<file path="src/atw_consts.svh">
// offsets, fields, reset values and timing counts of the address trap and watchdog reset block
`ifndef ATW_CONSTS_SVH
`define ATW_CONSTS_SVH

// ----------------------------------------------------------------
// register indices 34h, 35h, 36h; byte address is four times the index
// ----------------------------------------------------------------
`define ATW_IDX_SETUP 8'h34
`define ATW_IDX_CMD 8'h35
`define ATW_IDX_STATUS 8'h36
`define ATW_ADDR_SETUP 12'h0d0
`define ATW_ADDR_CMD 12'h0d4
`define ATW_ADDR_STATUS 12'h0d8

// ----------------------------------------------------------------
// setup register fields
// ----------------------------------------------------------------
`define ATW_BIT_WDOUT 0
`define ATW_BIT_WDTT_LO 1
`define ATW_BIT_WDEN 3
`define ATW_BIT_TRAPACT 4
`define ATW_BIT_RAMSEL 5
`define ATW_SETUP_RESET 8'h39

// ----------------------------------------------------------------
// command codes
// ----------------------------------------------------------------
`define ATW_CMD_APPLY 8'hd2
`define ATW_CMD_CLEAR 8'h4e
`define ATW_CMD_DISABLE 8'hb1

// ----------------------------------------------------------------
// address map seen by fetch compare
// ----------------------------------------------------------------
`define ATW_SPECIAL_LO 16'h0000
`define ATW_SPECIAL_HI 16'h003f
`define ATW_RAM_LO 16'h0040
`define ATW_RAM_HI 16'h083f
`define ATW_DEBUG_LO 16'h0f80
`define ATW_DEBUG_HI 16'h0fff

// ----------------------------------------------------------------
// reset pulse timing: 24 high-frequency periods, fc 16 MHz = 62.5 ns
// ----------------------------------------------------------------
`define ATW_FC_PERIODS 24
`define ATW_FC_PS 62500
`define ATW_SYS_PS 10000
`define ATW_RST_CYC ((`ATW_FC_PERIODS * `ATW_FC_PS) / `ATW_SYS_PS)

`endif

</file>
<file path="src/atw_pkg.sv">
// types of the address trap and watchdog reset block
package atw_pkg;

	typedef struct packed {
		logic ramSel;
		logic trapAction;
		logic wdEnable;
		logic [1:0] wdPeriod;
		logic wdOutSel;
	} atw_setup_t;

	typedef struct packed {
		logic valid;
		logic [15:0] addr;
	} atw_fetch_t;

	typedef enum logic [1:0] {
		ATW_RUN = 2'b01,
		ATW_RESET = 2'b10
	} atw_state_t;

endpackage : atw_pkg

</file>
<file path="src/atw_trap_unit.sv">
// address trap and watchdog overflow handling with apb register access
`timescale 1ns/1ns
`include "atw_consts.svh"

module atw_trap_unit
	import atw_pkg::*;
(
	input wire logic sys_clk,
	input wire logic srst,
	input wire logic psel,
	input wire logic penable,
	input wire logic pwrite,
	input wire logic [11:0] paddr,
	input wire logic [31:0] pwdata,
	output logic [31:0] prdata,
	output logic pready,
	output logic pslverr,
	input wire atw_fetch_t fetch,
	input wire logic wdOverflow,
	input wire logic lowSpeedMode,
	output logic trapInterruptRequest,
	output logic watchdogInterruptRequest,
	output logic internalResetRequest,
	output logic watchdogCounterClear,
	output logic watchdogEnable,
	output logic [1:0] watchdogPeriod,
	output logic fastOscRestart
);

	// 24 fast periods come to 150 system cycles; counter sized to hold that
	localparam logic [7:0] RST_CYC = 8'(`ATW_RST_CYC);
	localparam int RST_LEN = `ATW_RST_CYC;

	function automatic logic inRange(input logic [15:0] a, input logic [15:0] lo,
		input logic [15:0] hi);
		inRange = (a >= lo) && (a <= hi);
	endfunction : inRange

	// ----------------------------------------------------------------
	// apb decode
	// ----------------------------------------------------------------
	wire logic access = psel && penable;
	wire logic hitSetup = paddr == `ATW_ADDR_SETUP;
	wire logic hitCmd = paddr == `ATW_ADDR_CMD;
	wire logic hitStatus = paddr == `ATW_ADDR_STATUS;
	wire logic mapped = hitSetup || hitCmd || hitStatus;
	wire logic wrSetup = access && pwrite && hitSetup;
	wire logic wrCmd = access && pwrite && hitCmd;
	wire logic [7:0] cmdByte = pwdata[7:0];
	wire logic cmdApply = wrCmd && (cmdByte == `ATW_CMD_APPLY);
	wire logic cmdClear = wrCmd && (cmdByte == `ATW_CMD_CLEAR);
	wire logic cmdDisable = wrCmd && (cmdByte == `ATW_CMD_DISABLE);

	atw_setup_t setup_q, setup_d;
	logic ramShadow_q;
	logic wdEnable_q;
	atw_state_t state_q;
	logic [7:0] rstCnt_q;

	// ----------------------------------------------------------------
	// setup register
	// ----------------------------------------------------------------
	// output select can only be cleared once set; disable only via b1 code
	always_comb begin
		setup_d = setup_q;
		if (wrSetup) begin
			setup_d.ramSel = pwdata[`ATW_BIT_RAMSEL];
			setup_d.trapAction = pwdata[`ATW_BIT_TRAPACT];
			setup_d.wdEnable = pwdata[`ATW_BIT_WDEN];
			setup_d.wdPeriod = pwdata[`ATW_BIT_WDTT_LO +: 2];
			setup_d.wdOutSel = setup_q.wdOutSel & pwdata[`ATW_BIT_WDOUT];
		end
	end

	always_ff @(posedge sys_clk) begin
		if (srst) begin
			setup_q <= atw_setup_t'(6'(`ATW_SETUP_RESET));
		end else begin
			setup_q <= setup_d;
		end
	end

	always_ff @(posedge sys_clk) begin
		if (srst) begin
			ramShadow_q <= 1'b1;
		end else if (cmdApply) begin
			ramShadow_q <= setup_q.ramSel;
		end
	end

	wire logic wdEnable_d = setup_q.wdEnable ? 1'b1 :
		(cmdDisable ? 1'b0 : wdEnable_q);

	always_ff @(posedge sys_clk) begin
		if (srst) begin
			wdEnable_q <= 1'b1;
		end else begin
			wdEnable_q <= wdEnable_d;
		end
	end

	// ----------------------------------------------------------------
	// fetch compare
	// ----------------------------------------------------------------
	wire logic fetchSys = fetch.valid && (inRange(fetch.addr, `ATW_SPECIAL_LO, `ATW_SPECIAL_HI)
		|| inRange(fetch.addr, `ATW_DEBUG_LO, `ATW_DEBUG_HI));
	wire logic fetchRam = fetch.valid && ramShadow_q
		&& inRange(fetch.addr, `ATW_RAM_LO, `ATW_RAM_HI);
	wire logic trapHit = fetchSys || fetchRam;
	wire logic trapIrq = trapHit && !setup_q.trapAction;
	wire logic trapRst = trapHit && setup_q.trapAction;
	wire logic wdEvent = wdOverflow && wdEnable_q;
	wire logic wdRst = wdEvent && setup_q.wdOutSel;
	wire logic wdIrq = wdEvent && !setup_q.wdOutSel;
	wire logic rstStart = (state_q == ATW_RUN) && (trapRst || wdRst);

	// ----------------------------------------------------------------
	// reset pulse sequencer
	// ----------------------------------------------------------------
	// pulse is timed on sys_clk; in slow mode the fast oscillator is restarted
	always_ff @(posedge sys_clk) begin
		if (srst) begin
			state_q <= ATW_RUN;
			rstCnt_q <= 8'h00;
		end else begin
			unique case (state_q)
				ATW_RUN: begin
					if (trapRst || wdRst) begin
						state_q <= ATW_RESET;
						rstCnt_q <= RST_CYC - 8'h01;
					end
				end
				ATW_RESET: begin
					if (rstCnt_q == 8'h00) begin
						state_q <= ATW_RUN;
					end else begin
						rstCnt_q <= rstCnt_q - 8'h01;
					end
				end
			endcase
		end
	end

	// ----------------------------------------------------------------
	// outputs, all registered
	// ----------------------------------------------------------------
	always_ff @(posedge sys_clk) begin
		if (srst) begin
			trapInterruptRequest <= 1'b0;
			watchdogInterruptRequest <= 1'b0;
			internalResetRequest <= 1'b0;
			watchdogCounterClear <= 1'b0;
			watchdogEnable <= 1'b1;
			watchdogPeriod <= 2'h0;
			fastOscRestart <= 1'b0;
		end else begin
			trapInterruptRequest <= trapIrq && (state_q == ATW_RUN);
			watchdogInterruptRequest <= wdIrq && (state_q == ATW_RUN);
			internalResetRequest <= rstStart || ((state_q == ATW_RESET) && (rstCnt_q != 8'h00));
			watchdogCounterClear <= cmdClear || !wdEnable_q;
			watchdogEnable <= wdEnable_q;
			watchdogPeriod <= setup_q.wdPeriod;
			fastOscRestart <= rstStart && lowSpeedMode;
		end
	end

	// setup and command read as zero; status shows applied trap state
	always_ff @(posedge sys_clk) begin
		if (srst) begin
			prdata <= 32'h0000_0000;
			pready <= 1'b0;
			pslverr <= 1'b0;
		end else begin
			pready <= psel && !penable;
			pslverr <= psel && !penable && !mapped;
			prdata <= (psel && !penable && hitStatus) ?
				{28'h0000000, state_q == ATW_RESET, wdEnable_q, ramShadow_q, setup_q.trapAction}
				: 32'h0000_0000;
		end
	end

	// ----------------------------------------------------------------
	// checks
	// ----------------------------------------------------------------
	property p_sys_trap;
		@(posedge sys_clk) disable iff (srst)
		(fetchSys && !setup_q.trapAction && state_q == ATW_RUN) |=> trapInterruptRequest;
	endproperty
	a_sys_trap: assert property (p_sys_trap) else $error("system area fetch no trap irq");

	property p_ram_gate;
		@(posedge sys_clk) disable iff (srst)
		(fetch.valid && !fetchSys && !ramShadow_q) |=> !trapInterruptRequest && !$rose(internalResetRequest);
	endproperty
	a_ram_gate: assert property (p_ram_gate) else $error("ram fetch trapped while off");

	property p_apply;
		@(posedge sys_clk) disable iff (srst)
		!cmdApply |=> $stable(ramShadow_q);
	endproperty
	a_apply: assert property (p_apply) else $error("shadow moved without d2");

	property p_apply_load;
		@(posedge sys_clk) disable iff (srst)
		cmdApply |=> ramShadow_q == $past(setup_q.ramSel);
	endproperty
	a_apply_load: assert property (p_apply_load) else $error("d2 did not load shadow");

	property p_trap_rst;
		@(posedge sys_clk) disable iff (srst)
		(trapRst && state_q == ATW_RUN) |=> internalResetRequest && !trapInterruptRequest;
	endproperty
	a_trap_rst: assert property (p_trap_rst) else $error("trap reset missing");

	property p_wd_rst;
		@(posedge sys_clk) disable iff (srst)
		(wdRst && state_q == ATW_RUN) |=> internalResetRequest [*8];
	endproperty
	a_wd_rst: assert property (p_wd_rst) else $error("watchdog reset too short");

	property p_rst_len;
		@(posedge sys_clk) disable iff (srst)
		$rose(internalResetRequest) |-> ##[1:RST_LEN] !internalResetRequest;
	endproperty
	a_rst_len: assert property (p_rst_len) else $error("reset pulse too long");

	property p_wd_irq;
		@(posedge sys_clk) disable iff (srst)
		(wdIrq && state_q == ATW_RUN) |=> watchdogInterruptRequest && !internalResetRequest;
	endproperty
	a_wd_irq: assert property (p_wd_irq) else $error("watchdog irq missing");

	property p_slow;
		@(posedge sys_clk) disable iff (srst)
		fastOscRestart |-> internalResetRequest;
	endproperty
	a_slow: assert property (p_slow) else $error("osc restart without reset");

	property p_clear;
		@(posedge sys_clk) disable iff (srst)
		cmdClear |=> watchdogCounterClear;
	endproperty
	a_clear: assert property (p_clear) else $error("clear code lost");

	c_trap_irq: cover property (@(posedge sys_clk) disable iff (srst) trapInterruptRequest);
	c_trap_rst: cover property (@(posedge sys_clk) disable iff (srst) trapRst ##1 internalResetRequest);
	c_wd_rst: cover property (@(posedge sys_clk) disable iff (srst) wdRst);
	c_apply: cover property (@(posedge sys_clk) disable iff (srst) cmdApply ##1 !ramShadow_q);

endmodule : atw_trap_unit

</file>
<file path="config.mk">
export PLATFORM = sky130hd
export DESIGN_NAME = atw_trap_unit
export DESIGN_NICKNAME = d
export VERILOG_FILES = /design/src/atw_pkg.sv /design/src/atw_trap_unit.sv
export VERILOG_INCLUDE_DIRS = /design/src
export SDC_FILE = /design/constraint.sdc
export NUM_CORES = 1
export LEC_CHECK = 0
export ABC_AREA = 1
export BUFFER_PORTS_ARGS = -buffer_cell sky130_fd_sc_hd__buf_2
export CELL_PAD_IN_SITES_DETAIL_PLACEMENT = 0
export CELL_PAD_IN_SITES_GLOBAL_PLACEMENT = 1
export CORE_ASPECT_RATIO = 0.5
export CORE_MARGIN = 4
export CORE_UTILIZATION = 30
export CTS_CLUSTER_SIZE = 28
export DETAILED_ROUTE_END_ITERATION = 10
export PLACE_DENSITY_LB_ADDON = 0.1
export SLEW_MARGIN = 15
export SYNTH_ARGS = -nofsm -noshare
export SYNTH_HDL_FRONTEND = slang
export SYNTH_SLANG_ARGS = --single-unit
</file>
<file path="constraint.sdc">
create_clock -name sys_clk -period 2.5 [get_ports sys_clk]
set_input_delay 0.375 -clock sys_clk [delete_from_list [all_inputs] [get_ports sys_clk]]
set_output_delay 0.375 -clock sys_clk [all_outputs]
set_load 0.01 [all_outputs]
</file>
==> impl_metrics.tcl, run 1 <==
set metrics [dict create \
    ys_seq_area_frac 0.3754 \
    finalCriticalPeriod_ns 1.596 \
    route.detailed.drc 0 \
    grt_usage 0.1082 \
    start_util 0.3108 \
    fmax_mhz 626.5 \
    grt_max_degree 16 \
    drt_first_pass_iters 4 \
    p_per_area_mw_per_mm2 636.8 \
    critical_path_class "flop to flop" \
    post_cts_resized 0 \
    cts_setup_buffers 0 \
    area_growth_pct 22.36 \
    worstPathCellList "inv_1 -> ha_1 -> inv_1 -> nor2_4 -> nand3_2 -> nor3_4 -> nand2_2 -> nand2_4 -> inv_1 -> nor2_1 -> nor2_1" \
    antenna_cells 0 \
    tritoncts "yes" \
    setup_viol 0 \
    required_ns 2.66 \
    portBuffers 51 \
    dp_hpwl_um 2962 \
    rsz0062_at_grt "false" \
    worstHoldStart "lowSpeedMode" \
    cp_top_family "simple AND/OR/NAND/NOR gates" \
    globalplace.congestion 0.7555 \
    rows 19 \
    routed_wl_um 3663 \
    grt_first_pass_wirelength_um 6003 \
    arrival_ns 1.76 \
    startpoint_type "flop" \
    final_cell_mix "51 x buf_2, 34 x inv_1, 32 x dfxtp_1" \
    root_buffer "clkbuf_16" \
    grt_pass1_vias 1310 \
    final_util 0.3803 \
    path_clk_slew_ns 0.05 \
    slew_viol_final 0 \
    final_cell_area_mm2 0.002088 \
    crit_buf_inv 3 \
    hold_slack_ns 0.3336 \
    max_cap_viol_count 0 \
    cpPeakStageDelay_ns 0.29 \
    cts_buffers 5 \
    fin_cells 358 \
    critPathMaxFanout 8 \
    r2r_setup_slack_ns 0.90 \
    overflow 0 \
    clk_latency_ns 0.27 \
    cp-end-kind "flop" \
    setup_tns_ns 0 \
    relSlewSlack 0.6628 \
    drive_above_1_share 0.2737 \
    ir_drop_mv 0.2544 \
    worstHoldPathCells 3 \
    ys_seq_elements 32 \
    antenna_found_initial 0 \
    whs_endpoint "fastOscRestart" \
    ys_warn_count 0 \
    fp.dieH_um 61.34 \
    netlist_instances 230 \
    die_w_um 114.7 \
    clk_path_buf_depth 2 \
    hold_violations 0 \
    clock_skew_ns 0.003509 \
    cp_common_cell "inv_1" \
    top_level_ports 110 \
    r2r_start "rstCnt_q[0]" \
    hp-class "input pin to flop" \
    avgRoutedWirePerCell_um 10.23 \
    drtIter0Drc 65 \
    antenna_left 0 \
    synth_cell_types 30 \
    r2r-end "rstCnt_q[5]" \
    synth.cell_area_mm2 0.001707 \
    vias_per_cell 4.123 \
    r2r_cells 11 \
    slowest_stage "dfxtp_1" \
    die_area_mm2 0.007033 \
    finish.net_count 354 \
    dpl.cell_count 351 \
    clock_sinks 32 \
    h-tree-depth 2 \
    place_area_mm2 0.001936 \
    core-area_mm2 0.005492 \
    ctsHoldBuffers 0 \
    dr_total_vias 1476 \
    tightest_slew_ns 0.5052 \
    avgSynthCellArea_um2 7.420 \
    status "completed" \
    leakage_nw 1.072 \
    layout_commonest_cell "buf_2" \
    min_period_over_period 0.6385 \
]
[area by class of cell]
class,instances,area (um^2)
Sequential cell,32,640.6
Multi-Input combinational cell,159,813.3
Fill cell,608,3403
Tap cell,73,91.34
Timing Repair Buffer,51,255.2
Clock buffer,7,152.6
Inverter,36,135.1
[where the power goes]
group	internal (mW)	switching [mW]	leakage, nW
combinational	0.0618	0.111	0.735
clock	0.417	0.201	0.0760
sequential	0.528	0.0108	0.261
total	1.01	0.323	1.07
[cells by family after synthesis]
kind of cell / share of synthesized area
simple gates: 0.3196
flops: 0.3754
buf+inv: 0.2075
xor+xnor: 0.005133
fa+ha+maj: 0.007330
other cells: 0.002197
compound gates: 0.08284
[per-stage QoR]
stage	total power, mW	worst slack [ns]
global placement	0.7196	0.9142
floorplan	0.6951	1.078
finish	1.330	0.9038
detailed placement	0.7220	0.9171
global route	1.398	0.7608
CTS	1.352	0.8943
[routing by layer]
metal | global-route usage | wire length (um) | vias to the layer above
li1 | - | - | 784
met2 | 0.1795 | 1676 | 43
met1 | 0.1393 | 1721 | 646
met5 | 0 | 0 | -
met4 | 0.02538 | 10 | 0
met3 | 0.03631 | 255 | 3
[worst max-delay path by stage]
stage                 from          end  slack (ns)  cells past startpoint
2_1_floorplan  rstCnt_q[0]  rstCnt_q[5]        1.08                     11
3_3_place_gp   rstCnt_q[0]  rstCnt_q[5]        0.91                     11
3_5_place_dp   rstCnt_q[0]  rstCnt_q[6]        0.92                     11
4_1_cts        rstCnt_q[0]  rstCnt_q[5]        0.89                     11
5_1_grt        rstCnt_q[0]  rstCnt_q[6]        0.76                     11
6_report       rstCnt_q[0]  rstCnt_q[5]        0.90                     11
[worst register-to-register path: stages, from the launching register on]
cell and delay [ns]:
dfxtp_1 0.29, inv_1 0.10, ha_1 0.19, inv_1 0.07, nor2_4 0.13, nand3_2 0.12, nor3_4 0.17, nand2_2 0.11
nand2_4 0.13, inv_1 0.06, nor2_1 0.08, nor2_1 0.04
[sequential cells by signal (all words and copies together), names as in the netlist, 2 cells and up]
register / cells
setup_q: 6
watchdogPeriod: 2
prdata: 4
state_q: 2
rstCnt_q: 8
[cells in the mapped netlist]
| master | count | area share |
|---|---|---|
| a2111oi_0 | 1 | 0.0051 |
| a21oi_1 | 12 | 0.035 |
| buf_2 | 1 | 0.0029 |
| buf_4 | 28 | 0.12 |
| clkbuf_1 | 1 | 0.0022 |
| conb_1 | 1 | 0.0022 |
| dfxtp_1 | 32 | 0.38 |
| ha_1 | 1 | 0.0073 |
| inv_1 | 34 | 0.075 |
| inv_2 | 2 | 0.0044 |
| nand2_1 | 29 | 0.064 |
| nand2_2 | 1 | 0.0037 |
| nand2_4 | 1 | 0.0066 |
| nand3_1 | 17 | 0.050 |
| nand3_2 | 4 | 0.023 |
| nand3b_1 | 1 | 0.0044 |
| nand4_1 | 5 | 0.018 |
| nor2_1 | 29 | 0.064 |
| nor2_2 | 2 | 0.0073 |
| nor2_4 | 2 | 0.013 |
| nor3_1 | 3 | 0.0088 |
| nor3_2 | 3 | 0.018 |
| nor3_4 | 2 | 0.019 |
| o211ai_1 | 2 | 0.0088 |
| o21ai_0 | 7 | 0.021 |
| o31ai_1 | 3 | 0.013 |
| or2_1 | 2 | 0.0073 |
| or2_2 | 2 | 0.0073 |
| or2_4 | 1 | 0.0051 |
| xor2_1 | 1 | 0.0051 |
(Power assumes the default switching activity.)
==> inputs of run 2 (changes only) <==
CORE_UTILIZATION = 28   (was 30)
clock period = 1.5 ns   (was 2.5 ns; I/O delays follow)
==> impl_metrics.tcl, run 2 (synthesis results as in run 1) <==
set metrics [dict create \
    status "completed" \
    antenna_found_initial 0 \
    reg.largest.list "rstCnt_q x8, setup_q x6, prdata x4" \
    die_w_um 118.4 \
    top_level_ports 110 \
    cts_buffers 5 \
    leakage_nw 1.109 \
    vias_per_cell 4.243 \
    dr_total_vias 1553 \
    route.detailed.drc 0 \
    dp_hpwl_um 3034 \
    avgRoutedWirePerCell_um 10.45 \
    drt_first_pass_iters 4 \
    finish.net_count 362 \
    min_period_over_period 0.9913 \
    portBuffers 51 \
    hold_violations 0 \
    rsz0062_at_grt "true" \
    grt_max_degree 16 \
    critical_path_class "flop to flop" \
    core-area_mm2 0.005682 \
    grt_first_pass_wirelength_um 6417 \
    antenna_left 0 \
    largest_register_ffs 8 \
    setup_viol 0 \
    start_util 0.3004 \
    regMostFlops "rstCnt_q" \
    layout_commonest_cell "buf_2" \
    worstPathCellList "inv_2 -> ha_4 -> inv_2 -> nor2_4 -> nand3_2 -> nor3_4 -> nand2_2 -> nand2_4 -> inv_2 -> nor2_1 -> nor2_1" \
    p_total_mw 2.245 \
    routed_wl_um 3823 \
    tritoncts "yes" \
    cp-end-kind "flop" \
    grt_pass1_vias 1408 \
    r2r_setup_slack_ns 0.01 \
    place_area_mm2 0.001966 \
    cpPeakStageDelay_ns 0.32 \
    final_cell_area_mm2 0.002177 \
    tightest_slew_ns 0.5457 \
    relSlewSlack 0.6358 \
    antenna_cells 0 \
    slowest_stage "dfxtp_2" \
    final_cell_mix "51 x buf_2, 31 x dfxtp_1, 30 x inv_1" \
    clock_sinks 32 \
    root_buffer "clkbuf_16" \
    rows 19 \
    overflow 0 \
    slew_viol_final 0 \
    max_cap_viol_count 0 \
    arrival_ns 1.65 \
    startpoint_type "flop" \
    fmax_mhz 672.5 \
    h-tree-depth 2 \
    critPathMaxFanout 8 \
    path_clk_slew_ns 0.05 \
    clock_skew_ns 0.004342 \
    cp_common_cell "inv_2" \
    clk_latency_ns 0.27 \
    globalplace.congestion 0.7393 \
    hp-class "input pin to flop" \
    finalCriticalPeriod_ns 1.487 \
    ctsHoldBuffers 0 \
    grt_usage 0.1048 \
    drive_above_1_share 0.3242 \
    ir_drop_mv 0.4087 \
    required_ns 1.66 \
    drtIter0Drc 68 \
    die_area_mm2 0.007484 \
    fp.dieH_um 63.21 \
    p_per_area_mw_per_mm2 1031 \
    area_growth_pct 27.57 \
    clk_path_buf_depth 2 \
]
-- run 2: final timing paths --
kind	from	to	cells after the start
hold reg to reg	setup_q[2]	watchdogPeriod[1]	2
hold / removal	lowSpeedMode	fastOscRestart	3
setup / recovery	rstCnt_q[1]	rstCnt_q[6]	11
setup reg to reg	rstCnt_q[1]	rstCnt_q[6]	11
-- run 2: layout make-up --
type                       instances  area (um^2)
fill                             605         3505
multi-input combinational        159        840.8
timing repair buffer              59        315.3
clock buffer                       7        152.6
tap                               73        91.34
sequential                        32        641.9
inverter                          36        135.1
-- run 2: what timing repair did --
item | CTS | global route
buffers inserted | 2 | 2
endpoints found under the hold margin | 0 | 0
pin swaps | 5 | 5
setup endpoints to repair | 4 | 10
resized for setup | 7 | 4
-- run 2: metal layers --
layer	part of all wire	GRT usage	vias up
li1	-	-	798
met1	0.45	0.1251	698
met2	0.47	0.1819	55
met3	0.071	0.02592	2
met4	0.0071	0.04329	0
met5	0	0	-
-- run 2: worst max-delay path: cells and delay by family, from the launching register on --
kind                     cells  cell delay (ns)
adder cells (fa/ha/maj)      1             0.13
buffers and inverters        3             0.16
flip-flops                   1             0.32
AND/OR/NAND/NOR              7             0.77
-- run 2: report_power, final --
group / switching (mW) / total [mW] / internal (mW)
logic: 0.196 / 0.322 / 0.127
clock network: 0.328 / 1.02 / 0.694
registers: 0.0209 / 0.901 / 0.880
-- run 2: through the flow --
step	hold slack [ns]	cells	TNS, ns	util	worst slack [ns]
2_1_floorplan	0.3087	257	0	-	0.07809
3_3_place_gp	0.4160	355	-0.06622	0.3460	-0.03375
3_5_place_dp	0.4286	355	-0.08545	0.3460	-0.04545
4_1_cts	0.1729	364	-0.1367	0.3779	-0.05295
5_1_grt	0.1988	366	-0.5024	0.3832	-0.1095
6_report	0.1820	366	0	0.3832	0.01310
